==> config.mk <==
export PLATFORM = sky130hd
export DESIGN_NAME = fault_protect
export DESIGN_NICKNAME = d
export VERILOG_FILES = /design/src/verilog/fault_protect_pkg.sv /design/src/verilog/fault_protect.sv
export SDC_FILE = /design/constraint.sdc
export NUM_CORES = 1
export LEC_CHECK = 0
export BUFFER_PORTS_ARGS = -buffer_cell sky130_fd_sc_hd__buf_4
export CAP_MARGIN = 20
export CORE_ASPECT_RATIO = 1.75
export CORE_MARGIN = 2
export CORE_UTILIZATION = 40
export DETAILED_ROUTE_END_ITERATION = 10
export GPL_TIMING_DRIVEN = 1
export PLACE_DENSITY = 0.64
export SLEW_MARGIN = 20
export SYNTH_ARGS = -nofsm -noshare
export SYNTH_HDL_FRONTEND = slang
export SYNTH_SLANG_ARGS = --single-unit
==> constraint.sdc <==
create_clock -name hclk -period 4.9 [get_ports hclk]
set_input_delay 0.735 -clock hclk [delete_from_list [all_inputs] [get_ports hclk]]
set_output_delay 0.735 -clock hclk [all_outputs]
set_load 0.05 [all_outputs]
==> src/verilog/fault_protect_pkg.sv <==
package fault_protect_pkg;
  // channel count and clock rate
  localparam int NCH = 4;
  localparam int CLK_MHZ = 250;
  // register byte offsets (channel configs at CFG0 + 4*ch)
  localparam logic [7:0] ADDR_CTRL = 8'h00;
  localparam logic [7:0] ADDR_CFG0 = 8'h04;
  localparam logic [7:0] ADDR_STATUS = 8'h14;
  localparam logic [7:0] ADDR_STATE = 8'h18;
  // control register fields
  localparam int CTRL_PWM_EN = 0;
  localparam int CTRL_OVERVOLTAGE_DISABLE = 1;
  localparam int CTRL_ON_LSB = 4;
  localparam logic [31:0] CTRL_MASK = 32'h0000_00f3;
  localparam logic [31:0] CTRL_RESET = 32'h0000_0000;
  // channel config fields
  localparam int CFG_HID_SEL = 0;
  localparam int CFG_SLOPE_LSB = 1;
  localparam int CFG_STEP_RM = 3;
  localparam int CFG_STEADY_LSB = 4;
  localparam int CFG_COOL_EN = 6;
  localparam int CFG_COOL_LSB = 7;
  localparam int CFG_LED = 9;
  localparam int CFG_OS_OFF = 10;
  localparam int CFG_OLOFF_OFF = 11;
  localparam int CFG_OLON_OFF = 12;
  localparam int CFG_DIR_DIS = 13;
  localparam int CFG_DUTY_LSB = 14;
  localparam logic [31:0] CFG_MASK = 32'h001f_ffff;
  localparam logic [31:0] CFG_RESET = 32'h0000_0000;
  localparam logic [6:0] DUTY_FULL = 7'h7f;
  // status register fields (4-bit per-channel groups, single ov and uv bits)
  localparam int ST_OT = 0;
  localparam int ST_OC = 4;
  localparam int ST_SC = 8;
  localparam int ST_OS = 12;
  localparam int ST_OLOFF = 16;
  localparam int ST_OLON = 20;
  localparam int ST_OV = 24;
  localparam int ST_UV = 25;
  // current limit codes driven to the analog comparator
  localparam logic [2:0] LIM_HI1 = 3'h0;
  localparam logic [2:0] LIM_HI2 = 3'h1;
  localparam logic [2:0] LIM_HI3 = 3'h2;
  localparam logic [2:0] LIM_LO1 = 3'h4;
  localparam logic [2:0] LIM_LO2 = 3'h5;
  localparam logic [2:0] LIM_LO3 = 3'h6;
  localparam logic [2:0] LIM_LO4 = 3'h7;
  localparam logic [1:0] STEP_STEADY = 2'h3;
  // retry limit and profile timing
  localparam logic [4:0] RETRY_MAX = 5'h10;
  localparam int OC_STEP_NS = 1000;
  localparam int OC_STEP_CYC = (OC_STEP_NS * CLK_MHZ) / 1000;
  localparam int HID_SHIFT = 2;
  localparam int COOL_BASE_US = 10;
  localparam int COOL_BASE_CYC = COOL_BASE_US * CLK_MHZ;
  // per-channel retry sequencer
  typedef enum logic [1:0] {
    RT_IDLE = 2'b00,
    RT_WAIT = 2'b01,
    RT_TRY = 2'b11,
    RT_DONE = 2'b10
  } retry_state_t;
endpackage : fault_protect_pkg

==> src/verilog/fault_protect.sv <==
// Overview of operation
// - hot channel commanded on latches off and latches fault pin low
// - thermal latch frees when cool and retry, rearm toggle, or supply reset
// - hot channel commanded off holds fault pin low only while hot
// - overtemp flag set in both cases, cleared by status read
// - four-step current profile, lamp or bulb selectable, lamp default
// - slope field sets step speed; first step can be omitted
// - steady limit is second low level unless select picks another
// - overcurrent latches off, pin low, flag; released like thermal latch
// - cooling mode skips first step after short off time
// - severe short sets flag; outside steady step also latches off, pin low; retry never frees it
// - overvoltage turns all off, pin low, refuses on until cleared
// - overvoltage flag latches, read-clear when gone; disable bit turns protection off
// - undervoltage turns outputs off, sets flag, pin follows comparator
// - logic supply fail or power-on reset clears all latched faults
// - retry active in fault mode when channel oc/ot or uv flag set
// - retry every period, at most sixteen attempts per channel
// - retry counters cleared on any fail-safe mode change
// - each retry attempt uses default overcurrent settings
// - off channel shorted to battery latches two flags, pin real time
// - off open load latches flag after gate off, read-clear when gone
// - on open load sets flag only; output and pin untouched
// - led open load checked after full-on check period, read-clear
// - rearm term is direct input gated or on bit; on bit under pwm; direct input alone in fail-safe
// - fail-safe to normal clears latched faults and retry state
`timescale 1ns/1ns
module fault_protect
  import fault_protect_pkg::*;
#(
  parameter int T_AUTO_US = 10000,
  parameter int T_OLLED_US = 1000,
  parameter int T_AUTO_CYC = T_AUTO_US * CLK_MHZ,
  parameter int T_OLLED_CYC = T_OLLED_US * CLK_MHZ
) (
  // clock and reset
  input wire logic hclk,
  input wire logic hresetn,
  // ahb-lite slave
  input wire logic hsel,
  input wire logic [31:0] haddr,
  input wire logic [1:0] htrans,
  input wire logic hwrite,
  input wire logic [2:0] hsize,
  input wire logic [31:0] hwdata,
  input wire logic hready,
  output logic hreadyout,
  output logic hresp,
  output logic [31:0] hrdata,
  // device mode and supply events
  input wire logic fail_safe,
  input wire logic logic_supply_fail,
  input wire logic supply_por,
  // command sources
  input wire logic [3:0] direct_in,
  input wire logic [3:0] pwm_in,
  // analog comparator results
  input wire logic [3:0] ot_cmp,
  input wire logic [3:0] oc_cmp,
  input wire logic [3:0] sc_cmp,
  input wire logic [3:0] os_cmp,
  input wire logic [3:0] ol_off_cmp,
  input wire logic [3:0] ol_on_cmp,
  input wire logic [3:0] gate_low,
  input wire logic ov_cmp,
  input wire logic uv_cmp,
  // outputs to power stage and pin
  output logic [3:0] gate_on,
  output logic [11:0] oc_limit_sel,
  output logic fault_status_n
);

  localparam int AUTO_W = $clog2(T_AUTO_CYC + 1);
  localparam int OLLED_W = $clog2(T_OLLED_CYC + 1);

  // profile step length, higher slope code steps down faster
  function automatic logic [15:0] step_len(input logic [1:0] slope, input logic bulb);
    logic [2:0] sh;
    sh = 3'(2'd3 - slope) + (bulb ? 3'd0 : 3'(HID_SHIFT));
    step_len = 16'(OC_STEP_CYC) << sh;
  endfunction : step_len

  // limit code for a profile step
  function automatic logic [2:0] limit_of(input logic [1:0] step, input logic [1:0] steady);
    logic [2:0] lo;
    unique case (steady)
      2'd0: lo = LIM_LO2;
      2'd1: lo = LIM_LO1;
      2'd2: lo = LIM_LO3;
      2'd3: lo = LIM_LO4;
    endcase
    unique case (step)
      2'd0: limit_of = LIM_HI1;
      2'd1: limit_of = LIM_HI2;
      2'd2: limit_of = LIM_HI3;
      2'd3: limit_of = lo;
    endcase
  endfunction : limit_of

  logic [31:0] ctrl;
  logic [31:0] cfg [NCH];
  logic wr_pend;
  logic [7:0] wr_addr;
  logic [31:0] rd_word;
  logic addr_phase;
  logic rd_clr;
  logic [3:0] lat_ot, lat_oc, lat_sc, lat_uv;
  logic [3:0] ot_f, oc_f, sc_f, os_f, oloff_f, olon_f;
  logic ov_f, uv_f;
  logic fail_safe_q;
  logic clr_all;
  logic [3:0] rearm, rearm_q, rearm_rise, cmd;
  logic [3:0] next_gate;
  logic [3:0] gate_q;
  logic ov_block;
  logic [3:0] os_set, oloff_set, olon_set, try_now, retry_req;
  logic fault_any;
  retry_state_t rt_state [NCH];
  logic [4:0] rt_cnt [NCH];
  logic [AUTO_W-1:0] rt_tmr [NCH];
  logic [1:0] step [NCH];
  logic [15:0] step_tmr [NCH];
  logic [3:0] def_pend, use_def;
  logic [15:0] off_tmr [NCH];
  logic [OLLED_W-1:0] led_tmr [NCH];
  logic [3:0] led_check;
  logic pwm_en;

  assign pwm_en = ctrl[CTRL_PWM_EN];
  assign addr_phase = hsel & hready & htrans[1];
  assign rd_clr = addr_phase & ~hwrite & (haddr[31:8] == 24'h0) & (haddr[7:0] == ADDR_STATUS);
  assign clr_all = logic_supply_fail | supply_por | (fail_safe ^ fail_safe_q);
  assign ov_block = ov_cmp & ~ctrl[CTRL_OVERVOLTAGE_DISABLE];

  // read mux, unmapped reads as zero
  always_comb begin
    rd_word = 32'h0;
    if (haddr[31:8] == 24'h0) begin
      if (haddr[7:0] == ADDR_CTRL) rd_word = ctrl;
      if (haddr[7:0] == ADDR_STATUS) begin
        rd_word = {6'h0, uv_f, ov_f, olon_f, oloff_f, os_f, sc_f, oc_f, ot_f};
      end
      if (haddr[7:0] == ADDR_STATE) begin
        for (int i = 0; i < NCH; i++) begin
          rd_word[i] = lat_ot[i] | lat_oc[i] | lat_sc[i] | lat_uv[i];
          rd_word[4 + i] = gate_on[i];
          rd_word[8 + i] = (rt_state[i] == RT_DONE);
        end
        rd_word[12] = fail_safe;
        rd_word[13] = ov_block;
      end
      for (int i = 0; i < NCH; i++) begin
        if (haddr[7:0] == 8'(ADDR_CFG0 + 8'(4 * i))) rd_word = cfg[i];
      end
    end
  end

  // bus handshake, zero wait states, always okay
  always_ff @(posedge hclk or negedge hresetn) begin
    if (!hresetn) begin
      hreadyout <= 1'b0;
      hresp <= 1'b0;
      hrdata <= 32'h0;
      wr_pend <= 1'b0;
      wr_addr <= 8'h0;
    end else begin
      hreadyout <= 1'b1;
      hresp <= 1'b0;
      hrdata <= (addr_phase & ~hwrite) ? rd_word : 32'h0;
      wr_pend <= addr_phase & hwrite & (haddr[31:8] == 24'h0);
      if (addr_phase) wr_addr <= haddr[7:0];
    end
  end

  // configuration registers, kept while logic supply is valid
  always_ff @(posedge hclk or negedge hresetn) begin
    if (!hresetn) begin
      ctrl <= CTRL_RESET;
      for (int i = 0; i < NCH; i++) cfg[i] <= CFG_RESET;
    end else if (wr_pend) begin
      if (wr_addr == ADDR_CTRL) ctrl <= hwdata & CTRL_MASK;
      for (int i = 0; i < NCH; i++) begin
        if (wr_addr == 8'(ADDR_CFG0 + 8'(4 * i))) cfg[i] <= hwdata & CFG_MASK;
      end
    end
  end

  // command, rearm term and detector qualification per channel
  always_comb begin
    fault_any = ov_block | uv_cmp;
    for (int i = 0; i < NCH; i++) begin
      rearm[i] = pwm_en ? ctrl[CTRL_ON_LSB + i]
                        : (direct_in[i] & ~cfg[i][CFG_DIR_DIS]) | ctrl[CTRL_ON_LSB + i];
      cmd[i] = pwm_en ? (ctrl[CTRL_ON_LSB + i] & pwm_in[i]) : rearm[i];
      if (fail_safe) begin
        rearm[i] = direct_in[i];
        cmd[i] = direct_in[i];
      end
      rearm_rise[i] = rearm[i] & ~rearm_q[i];
      try_now[i] = (rt_state[i] == RT_TRY);
      next_gate[i] = cmd[i] & ~lat_ot[i] & ~lat_oc[i] & ~lat_sc[i] & ~lat_uv[i]
                     & ~ov_block & ~uv_cmp;
      os_set[i] = os_cmp[i] & ~gate_on[i] & gate_low[i] & ~cfg[i][CFG_OS_OFF];
      oloff_set[i] = os_set[i] | (ol_off_cmp[i] & ~gate_on[i] & gate_low[i]
                     & ~cfg[i][CFG_OLOFF_OFF]);
      olon_set[i] = ol_on_cmp[i] & ~cfg[i][CFG_OLON_OFF]
                    & (cfg[i][CFG_LED] ? led_check[i] : gate_on[i]);
      fault_any = fault_any | lat_ot[i] | lat_oc[i] | lat_sc[i]
                  | (ot_cmp[i] & ~cmd[i]) | os_set[i] | oloff_set[i];
      retry_req[i] = fault_any & (oc_f[i] | ot_f[i] | uv_f)
                     & (lat_ot[i] | lat_oc[i] | lat_uv[i]);
    end
  end

  // output stage and fault pin, on-open-load never touches them
  always_ff @(posedge hclk or negedge hresetn) begin
    if (!hresetn) begin
      gate_on <= 4'h0;
      gate_q <= 4'h0;
      rearm_q <= 4'h0;
      fail_safe_q <= 1'b0;
      fault_status_n <= 1'b1;
    end else begin
      gate_on <= next_gate;
      gate_q <= gate_on;
      rearm_q <= rearm;
      fail_safe_q <= fail_safe;
      fault_status_n <= ~fault_any;
    end
  end

  // fault latches, a new set wins over retry or rearm release, clr_all wins over a set
  always_ff @(posedge hclk or negedge hresetn) begin
    if (!hresetn) begin
      lat_ot <= 4'h0;
      lat_oc <= 4'h0;
      lat_sc <= 4'h0;
      lat_uv <= 4'h0;
    end else if (clr_all) begin
      lat_ot <= 4'h0;
      lat_oc <= 4'h0;
      lat_sc <= 4'h0;
      lat_uv <= 4'h0;
    end else begin
      for (int i = 0; i < NCH; i++) begin
        lat_ot[i] <= (ot_cmp[i] & cmd[i])
                     | (lat_ot[i] & ~(~ot_cmp[i] & (try_now[i] | rearm_rise[i])));
        lat_oc[i] <= (oc_cmp[i] & gate_on[i])
                     | (lat_oc[i] & ~(~oc_cmp[i] & (try_now[i] | rearm_rise[i])));
        lat_sc[i] <= (sc_cmp[i] & gate_on[i] & (step[i] != STEP_STEADY))
                     | (lat_sc[i] & ~(~sc_cmp[i] & rearm_rise[i]));
        lat_uv[i] <= uv_cmp
                     | (lat_uv[i] & ~(try_now[i] | rearm_rise[i]));
      end
    end
  end

  // status flags, clear on read unless the event is present
  always_ff @(posedge hclk or negedge hresetn) begin
    if (!hresetn) begin
      ot_f <= 4'h0;
      oc_f <= 4'h0;
      sc_f <= 4'h0;
      os_f <= 4'h0;
      oloff_f <= 4'h0;
      olon_f <= 4'h0;
      ov_f <= 1'b0;
      uv_f <= 1'b0;
    end else if (clr_all) begin
      ot_f <= 4'h0;
      oc_f <= 4'h0;
      sc_f <= 4'h0;
      os_f <= 4'h0;
      oloff_f <= 4'h0;
      olon_f <= 4'h0;
      ov_f <= 1'b0;
      uv_f <= 1'b0;
    end else begin
      ot_f <= ot_cmp | (ot_f & {4{~rd_clr}});
      oc_f <= (oc_cmp & gate_on) | (oc_f & {4{~rd_clr}});
      sc_f <= (sc_cmp & gate_on) | (sc_f & {4{~rd_clr}});
      os_f <= os_set | (os_f & {4{~rd_clr}});
      oloff_f <= oloff_set | (oloff_f & {4{~rd_clr}});
      olon_f <= olon_set | (olon_f & {4{~rd_clr}});
      ov_f <= ov_cmp | (ov_f & ~rd_clr);
      uv_f <= uv_cmp | (uv_f & ~rd_clr);
    end
  end

  // auto-retry sequencer per channel
  always_ff @(posedge hclk or negedge hresetn) begin
    if (!hresetn) begin
      for (int i = 0; i < NCH; i++) begin
        rt_state[i] <= RT_IDLE;
        rt_cnt[i] <= 5'h0;
        rt_tmr[i] <= '0;
      end
    end else begin
      for (int i = 0; i < NCH; i++) begin
        if (clr_all) begin
          rt_state[i] <= RT_IDLE;
          rt_cnt[i] <= 5'h0;
          rt_tmr[i] <= '0;
        end else begin
          unique case (rt_state[i])
            RT_IDLE: begin
              rt_tmr[i] <= '0;
              if (retry_req[i] && rt_cnt[i] < RETRY_MAX) rt_state[i] <= RT_WAIT;
            end
            RT_WAIT: begin
              if (!(lat_ot[i] | lat_oc[i] | lat_uv[i])) begin
                rt_state[i] <= RT_IDLE;
              end else if (rt_tmr[i] == AUTO_W'(T_AUTO_CYC - 1)) begin
                rt_state[i] <= RT_TRY;
                rt_cnt[i] <= rt_cnt[i] + 5'h1;
              end else begin
                rt_tmr[i] <= rt_tmr[i] + 1'b1;
              end
            end
            RT_TRY: rt_state[i] <= (rt_cnt[i] == RETRY_MAX) ? RT_DONE : RT_IDLE;
            RT_DONE: rt_state[i] <= RT_DONE;
          endcase
        end
      end
    end
  end

  // overcurrent profile stepping and limit select
  always_ff @(posedge hclk or negedge hresetn) begin
    if (!hresetn) begin
      def_pend <= 4'h0;
      use_def <= 4'h0;
      oc_limit_sel <= 12'h0;
      for (int i = 0; i < NCH; i++) begin
        step[i] <= 2'h0;
        step_tmr[i] <= 16'h0;
        off_tmr[i] <= 16'h0;
      end
    end else begin
      for (int i = 0; i < NCH; i++) begin
        if (try_now[i]) def_pend[i] <= 1'b1;
        off_tmr[i] <= gate_on[i] ? 16'h0 : (&off_tmr[i] ? off_tmr[i] : off_tmr[i] + 16'h1);
        if (gate_on[i] && !gate_q[i]) begin
          use_def[i] <= def_pend[i] | try_now[i];
          def_pend[i] <= 1'b0;
          step_tmr[i] <= 16'h0;
          if (def_pend[i]) begin
            step[i] <= 2'h0;
          end else if (cfg[i][CFG_STEP_RM]) begin
            step[i] <= 2'h1;
          end else if (pwm_en && !fail_safe && cfg[i][CFG_COOL_EN] && cfg[i][CFG_HID_SEL]
                       && off_tmr[i] < (16'(COOL_BASE_CYC) << cfg[i][CFG_COOL_LSB +: 2])) begin
            step[i] <= 2'h1;
          end else begin
            step[i] <= 2'h0;
          end
        end else if (step[i] != STEP_STEADY) begin
          if (step_tmr[i] >= step_len(use_def[i] ? 2'h0 : cfg[i][CFG_SLOPE_LSB +: 2],
                                      ~use_def[i] & cfg[i][CFG_HID_SEL]) - 16'h1) begin
            step[i] <= step[i] + 2'h1;
            step_tmr[i] <= 16'h0;
          end else begin
            step_tmr[i] <= step_tmr[i] + 16'h1;
          end
        end
        oc_limit_sel[3 * i +: 3] <= limit_of(step[i],
                                    use_def[i] ? 2'h0 : cfg[i][CFG_STEADY_LSB +: 2]);
      end
    end
  end

  // periodic led open-load check while fully on
  always_ff @(posedge hclk or negedge hresetn) begin
    if (!hresetn) begin
      led_check <= 4'h0;
      for (int i = 0; i < NCH; i++) led_tmr[i] <= '0;
    end else begin
      for (int i = 0; i < NCH; i++) begin
        led_check[i] <= 1'b0;
        if (!(gate_on[i] && cfg[i][CFG_LED]
              && (!pwm_en || cfg[i][CFG_DUTY_LSB +: 7] == DUTY_FULL))) begin
          led_tmr[i] <= '0;
        end else if (led_tmr[i] == OLLED_W'(T_OLLED_CYC - 1)) begin
          led_tmr[i] <= '0;
          led_check[i] <= 1'b1;
        end else begin
          led_tmr[i] <= led_tmr[i] + 1'b1;
        end
      end
    end
  end

endmodule : fault_protect

* Word-level counts from Yosys, hierarchy flattened
Cells that the tools add are included.
W data, S select, Z words.
** Storage, ports and cells
- Bits in registers :: 536
- Latch bits :: 0
- RAM bits :: 0
- ROM bits :: 0
- Input bits :: 115
- Memories kept :: 0
** Cells by class
- Add/subtract/negate cells :: 36
- Multipliers :: 0
- Div/mod/pow operators :: 0
- Magnitude comparators :: 12
- Equal/unequal tests :: 86
- Shift-type cells :: 8
- Mux-type cells :: 185
- Bitwise gates (word level) :: 320
- Reductions and logical operators :: 107
** Operators by type and width (number)
- $mux W16 :: 20
- $mux W22 :: 12
- $pmux W22 S2 :: 4
- $mux W18 :: 8
- $and A1 B1 Y1 :: 138
- $mux W26 :: 5
- $add A16 B1 Y16 const B :: 8
- $pmux W3 S4 :: 8
- $add A22 B1 Y22 const B :: 4
- $eq A22 B22 Y1 const B :: 4
- $mux W2 :: 44
- $or A1 B1 Y1 :: 85
- $not A1 Y1 :: 82
- $mux W5 :: 16
- $add A18 B1 Y18 const B :: 4
- $eq A18 B18 Y1 const B :: 4
- $ge A16 B16 Y1 :: 4
- $lt A16 B16 Y1 :: 4
- $mux W32 :: 2
- $reduce_and A16 Y1 :: 4
- $shl A12 B2 Y16 const A :: 4
- $shl A8 B3 Y16 const A :: 4
- $sub A16 B1 Y16 const B :: 4
- $mux W1 :: 50
- 32 further kinds :: 232

* Logic depth before layout (Yosys ltp)
- Depth after elaboration :: 35
- Mapped depth :: 17
- Mapped depth without buffers :: 15

* Least setup slack after synthesis
Ideal clock, no wire load.
- Kind :: register -> register
- Start point :: register use_def[0]
- End point :: register step_tmr[56] in the netlist's numbering
- Library setup time :: 97 ps
- Data arrival time :: 3455 ps
- Setup slack :: 1348 ps
- Cell stages (with the launch flop) :: 17
- Buffers on the path :: 1
- Path through :: dfrtp_1 nand2b_1 ha_1 clkbuf_1 nor2_1 nand2b_1 ha_1 o21ai_0 o21ai_0 o21ai_0 ha_1 o21a_1 o21ai_0 nor4b_1 o31ai_1 nand3_1 o31ai_1
** On the way
- Longest elaborated chain between the ends :: 10
- Elaborated cells between the ends (all ways) :: 12
- Those cells by class :: 3 x add/sub; 1 x order compare; 1 x shift; 5 x mux; 2 x bitwise
** RTL lines
- start, declared :: line fault_protect.sv:122 : logic [3:0] def_pend, use_def;
- start signal, assigned by index :: line fault_protect.sv:343 : use_def[i] <= def_pend[i] | try_now[i];
- parallel branches: the longest is 3 deep, another holds $sub A2 B2 Y3
- $add A3 B2 Y3 (*) :: line fault_protect.sv:78 : sh = 3'(2'd3 - slope) + (bulb ? 3'd0 : 3'(HID_SHIFT));
- $shl A8 B3 Y16 (*) :: line fault_protect.sv:79 : step_len = 16'(OC_STEP_CYC) << sh;
- $sub A16 B1 Y16 (*) :: line fault_protect.sv:358 : ~use_def[i] & cfg[i][CFG_HID_SEL]) - 16'h1) begin
- $ge A16 B16 Y1 (*) :: line fault_protect.sv:357 : if (step_tmr[i] >= step_len(use_def[i] ? 2'h0 : cfg[i][CFG_SLOPE_LSB +: 2],
- $mux W16 (*) :: line fault_protect.sv:357
- $mux W16 (*) :: line fault_protect.sv:356 : end else if (step[i] != STEP_STEADY) begin
- $mux W16 (*) :: line fault_protect.sv:342 : if (gate_on[i] && !gate_q[i]) begin
- end signal, assigned by index :: line fault_protect.sv:362 : step_tmr[i] <= step_tmr[i] + 16'h1;
- end, declared :: line fault_protect.sv:121 : logic [15:0] step_tmr [NCH];
Mark *: on every way between the ends. The select of a mux whose other input is x is not followed.
A chain may end at the register's enable or synchronous reset.

* Worst setup path in the final report
- Start point :: register use_def[1]
- End point :: register step[5] in the netlist's numbering
** On the way
- Longest elaborated chain between the ends :: 9
- Elaborated cells between the ends (all ways) :: 11
- Those cells by class :: 3 x add/sub; 1 x order compare; 1 x shift; 2 x mux; 2 x bitwise; 2 x reduce/logical
** RTL lines
- parallel branches: the longest is 3 deep, another holds $sub A2 B2 Y3
- $add A3 B2 Y3 (*) :: line fault_protect.sv:78
- $shl A8 B3 Y16 (*) :: line fault_protect.sv:79
- $sub A16 B1 Y16 (*) :: line fault_protect.sv:358
- $ge A16 B16 Y1 (*) :: line fault_protect.sv:357
- $reduce_bool A2 Y1 (no line) (*)
- $reduce_and A2 Y1 (no line) (*)
- end signal, assigned by index :: line fault_protect.sv:359 : step[i] <= step[i] + 2'h1;
- end, declared :: line fault_protect.sv:120 : logic [1:0] step [NCH];
Mark *: on every way between the ends.

==> impl_results.md <==
* Status: completed
* Most common cell on crit path: ha_1
* Dpl hpwl at 58.20 mm
* Number of post-CTS setup repair buffers at 0
* Vias/cell at 5.590
* Timing-limited maximum frequency at 248.9 MHz
* CORE AREA at 71,570 µm²
* Sequential element share of the synthesized area at 45.98%
* DRT iter0 DRCs at 1,617
* MaxCap Viol Count at 0
* # setup viols final at 0
* Die W at 207 µm
* Slowest CP cell: a211oi_1
* P_leak at 0.01418 µW
* Final #Nets at 3,448
* Post-CTS Resized at 0
* Worst setup EP type: flop
* Final min period at 4.018 ns
* Worst path depth at 15
* Share of cells above drive strength 1 at 12.48%
* Ys async rst share at 100.0%
* Via total after detailed routing at 23,155
* R2R cell count at 15
* CTS H-tree depth at 2
* Crit start category: flop
* Post-Syn Area at 28,850 µm²
* Port Buffer Count at 143
* Die Footprint at 74,360 µm²
* WL final at 78.40 mm
* Initial core utilization at 40.31%
* Synth Flop Type: dfrtp_1
* Syn Inst Count at 3,042
* Tcrit/Tclk final at 82.00%
* R2R setup slack at 0.88 ns
* Synth area leader: dfrtp_1
* Least-Margin Pin Slew at 1.027 ns
* Antenna viol nets, final at 0
* TritonCTS Buffers at 51
* Pin count of the biggest net entering global routing at 111
* Cell total after placement at 4,040
* CP required at 5.43 ns
* GR Util All Layers at 20.98%
* Vias in the first global route at 23,199
* VDD IR max at 237.2 µV
* WL/cell at 18.93 µm
* EDFF count, synth at 0
* First-pass GRT wire length at 126.0 mm
* Post-CTS Hold Fix Bufs at 0
* Top-area cell type share of the netlist area at 45.89%
* Power Dens Cells at 332.2 nW/µm²
* Clock tree sinks at 530
* Synthesized flop and latch total at 530
* Distinct cells, synth at 74
* Final WS setup at 0.8819 ns
* FF-to-FF Start: use_def[1]
* Iteration count of the initial detailed-routing pass at 6
* Slew Viols, Final at 0
* Placed cell area at 31,010 µm²
* Worst skew pair latency at 0.62 ns
* Crit path cell chain: nand2b_1 -> ha_1 -> nor2_1 -> nand2_1 -> ha_1 -> xor2_1 -> o21ai_0 -> ha_1 -> o211ai_1 -> a211oi_1 -> a2111oi_0 -> a211oi_1 -> buf_4 -> nand3_1 -> o21ai_0
* Max incr delay on CP at 0.79 ns
* Worst-path fanout max at 9
* Kind of critical path: reg2reg
* Final setup TNS at 0 ns
* CTS tree: yes
* Clock buffer depth at 3
* Synth area leaders: dfrtp_1 46%, ha_1 7.1%, nor2_1 5.5%
* Post-layout util at 45.86%
* IO Count at 166
* CP top delay family: compound AO/OA/AOI/OAI gates
* Die height at 359.3 µm
* Max_slew headroom at 30.90%
* Post-Layout Cell Count at 4,142
* Warnings, synthesis at 0
* Post-route DRC violation count at 0
* DP Worst Slack at 0.8884 ns
* Worst r2r dst: step[5]
* Final Cell Area at 32,820 µm²
* CP bufs+invs at 1
* CTS Root Cell: clkbuf_16
* Clock-pin slew on the worst setup and hold paths at 0.07 ns
* HP Class: in2async
* Initial antenna violation count at 11
* RSZ-0062 raised after global routing: no
* Num rows at 130
* Final hold violation count at 0
* Syn avg cell area at 9.483 µm²
* Layout area overhead at 13.78%
* Final RePlAce weighted congestion at 0.8805
* Clk_skew at 0.02353 ns
* CP arrival at 4.55 ns
* Total gr overflow at 0
cell families (layout without fill, tap and decap cells):
logic type	count (synthesis)	in the layout	synth area share, %
and+or+nand+nor	1237	1237	21.02
DFF	530	530	45.98
AOI/OAI and AO/OA	527	527	11.18
buffers and inverters	237	401	3.262
xor gates and xnor gates	225	225	6.831
adders and majority gates	164	164	7.113
muxes	120	120	4.585
other	2	14	0.02603
placed cells by master (no fill, tap or decap), types with 34 or more instances in the layout:
master / n
a21oi_1: 148
and3_1: 34
buf_4: 180
clkbuf_16: 51
dfrtp_1: 529
ha_1: 164
inv_1: 120
mux2_2: 97
nand2_1: 218
nand2b_1: 43
nand3_1: 148
nand4_1: 84
nor2_1: 420
nor2b_1: 42
nor3_1: 69
nor4_1: 42
o21ai_0: 165
xnor2_1: 115
xor2_1: 110
routing by layer:
layer | vias to the layer above | wire, µm | global-route usage, %
li1 | 11021 | - | -
met1 | 11396 | 30800 | 24.50
met2 | 565 | 40140 | 37.32
met3 | 163 | 3840 | 3.503
met4 | 10 | 3546 | 9.776
met5 | - | 65 | 0
state kept, by name (all words and copies together) (netlist names), 6 cells and up:
signal / cells
cfg: 84
ctrl: 6
hrdata: 26
led_tmr: 72
oc_limit_sel: 12
off_tmr: 64
rt_cnt: 20
rt_state: 8
rt_tmr: 88
step: 8
step_tmr: 64
wr_addr: 8
where the power goes:
group / switching [µW] / total [µW] / internal, µW / leakage [µW]
Clock: 1860 / 4260 / 2400 / 0.000861
Sequential: 321 / 4970 / 4650 / 0.00714
Combinational: 1070 / 1670 / 605 / 0.00617
Yosys cell counts (14+ instances only):
library cell	instances
dfrtp_1	529
nor2_1	421
nand2_1	219
o21ai_0	166
ha_1	164
a21oi_1	148
nand3_1	148
inv_1	120
xnor2_1	115
xor2_1	110
clkbuf_1	97
mux2_2	97
nand4_1	84
nor3_1	70
nor4_1	44
nand2b_1	43
nor2b_1	43
and3_1	34
a211oi_1	28
mux2i_1	23
or3_1	23
and4_1	22
a31oi_1	19
a22oi_1	18
o211ai_1	18
o31ai_1	17
a21o_1	15
and2_1	14
nor4b_1	14
o22ai_1	14
how the worst max path moves through the flow:
stage	start	to	slack, ns
6_report	use_def[1]	step[5]	0.88
4_1_cts	use_def[1]	step[5]	0.87
3_3_place_gp	use_def[1]	step[5]	0.98
2_1_floorplan	use_def[0]	step_tmr[56]	1.35
3_5_place_dp	use_def[1]	step[5]	0.89
5_1_grt	use_def[1]	step[5]	0.46
stage by stage:
stage                     total power (µW)  hold WS, ns
after floorplan                       6051       0.4251
after global placement                6691       0.4441
after detailed placement              6733       0.4474
after CTS                            11030       0.1680
after global routing                 11450       0.1923
final                                10900       0.1548
final cells by class:
cell class	count	area, µm²
diodes	6	15.01
clock buffers	58	1363
clock inverters	38	434.2
fillers	6919	38750
inverters	120	450.4
multi-input cells	2281	14700
flip-flops and latches	530	13260
well taps	924	1156
repair buffers	185	1441
(Power assumes the default switching activity.)
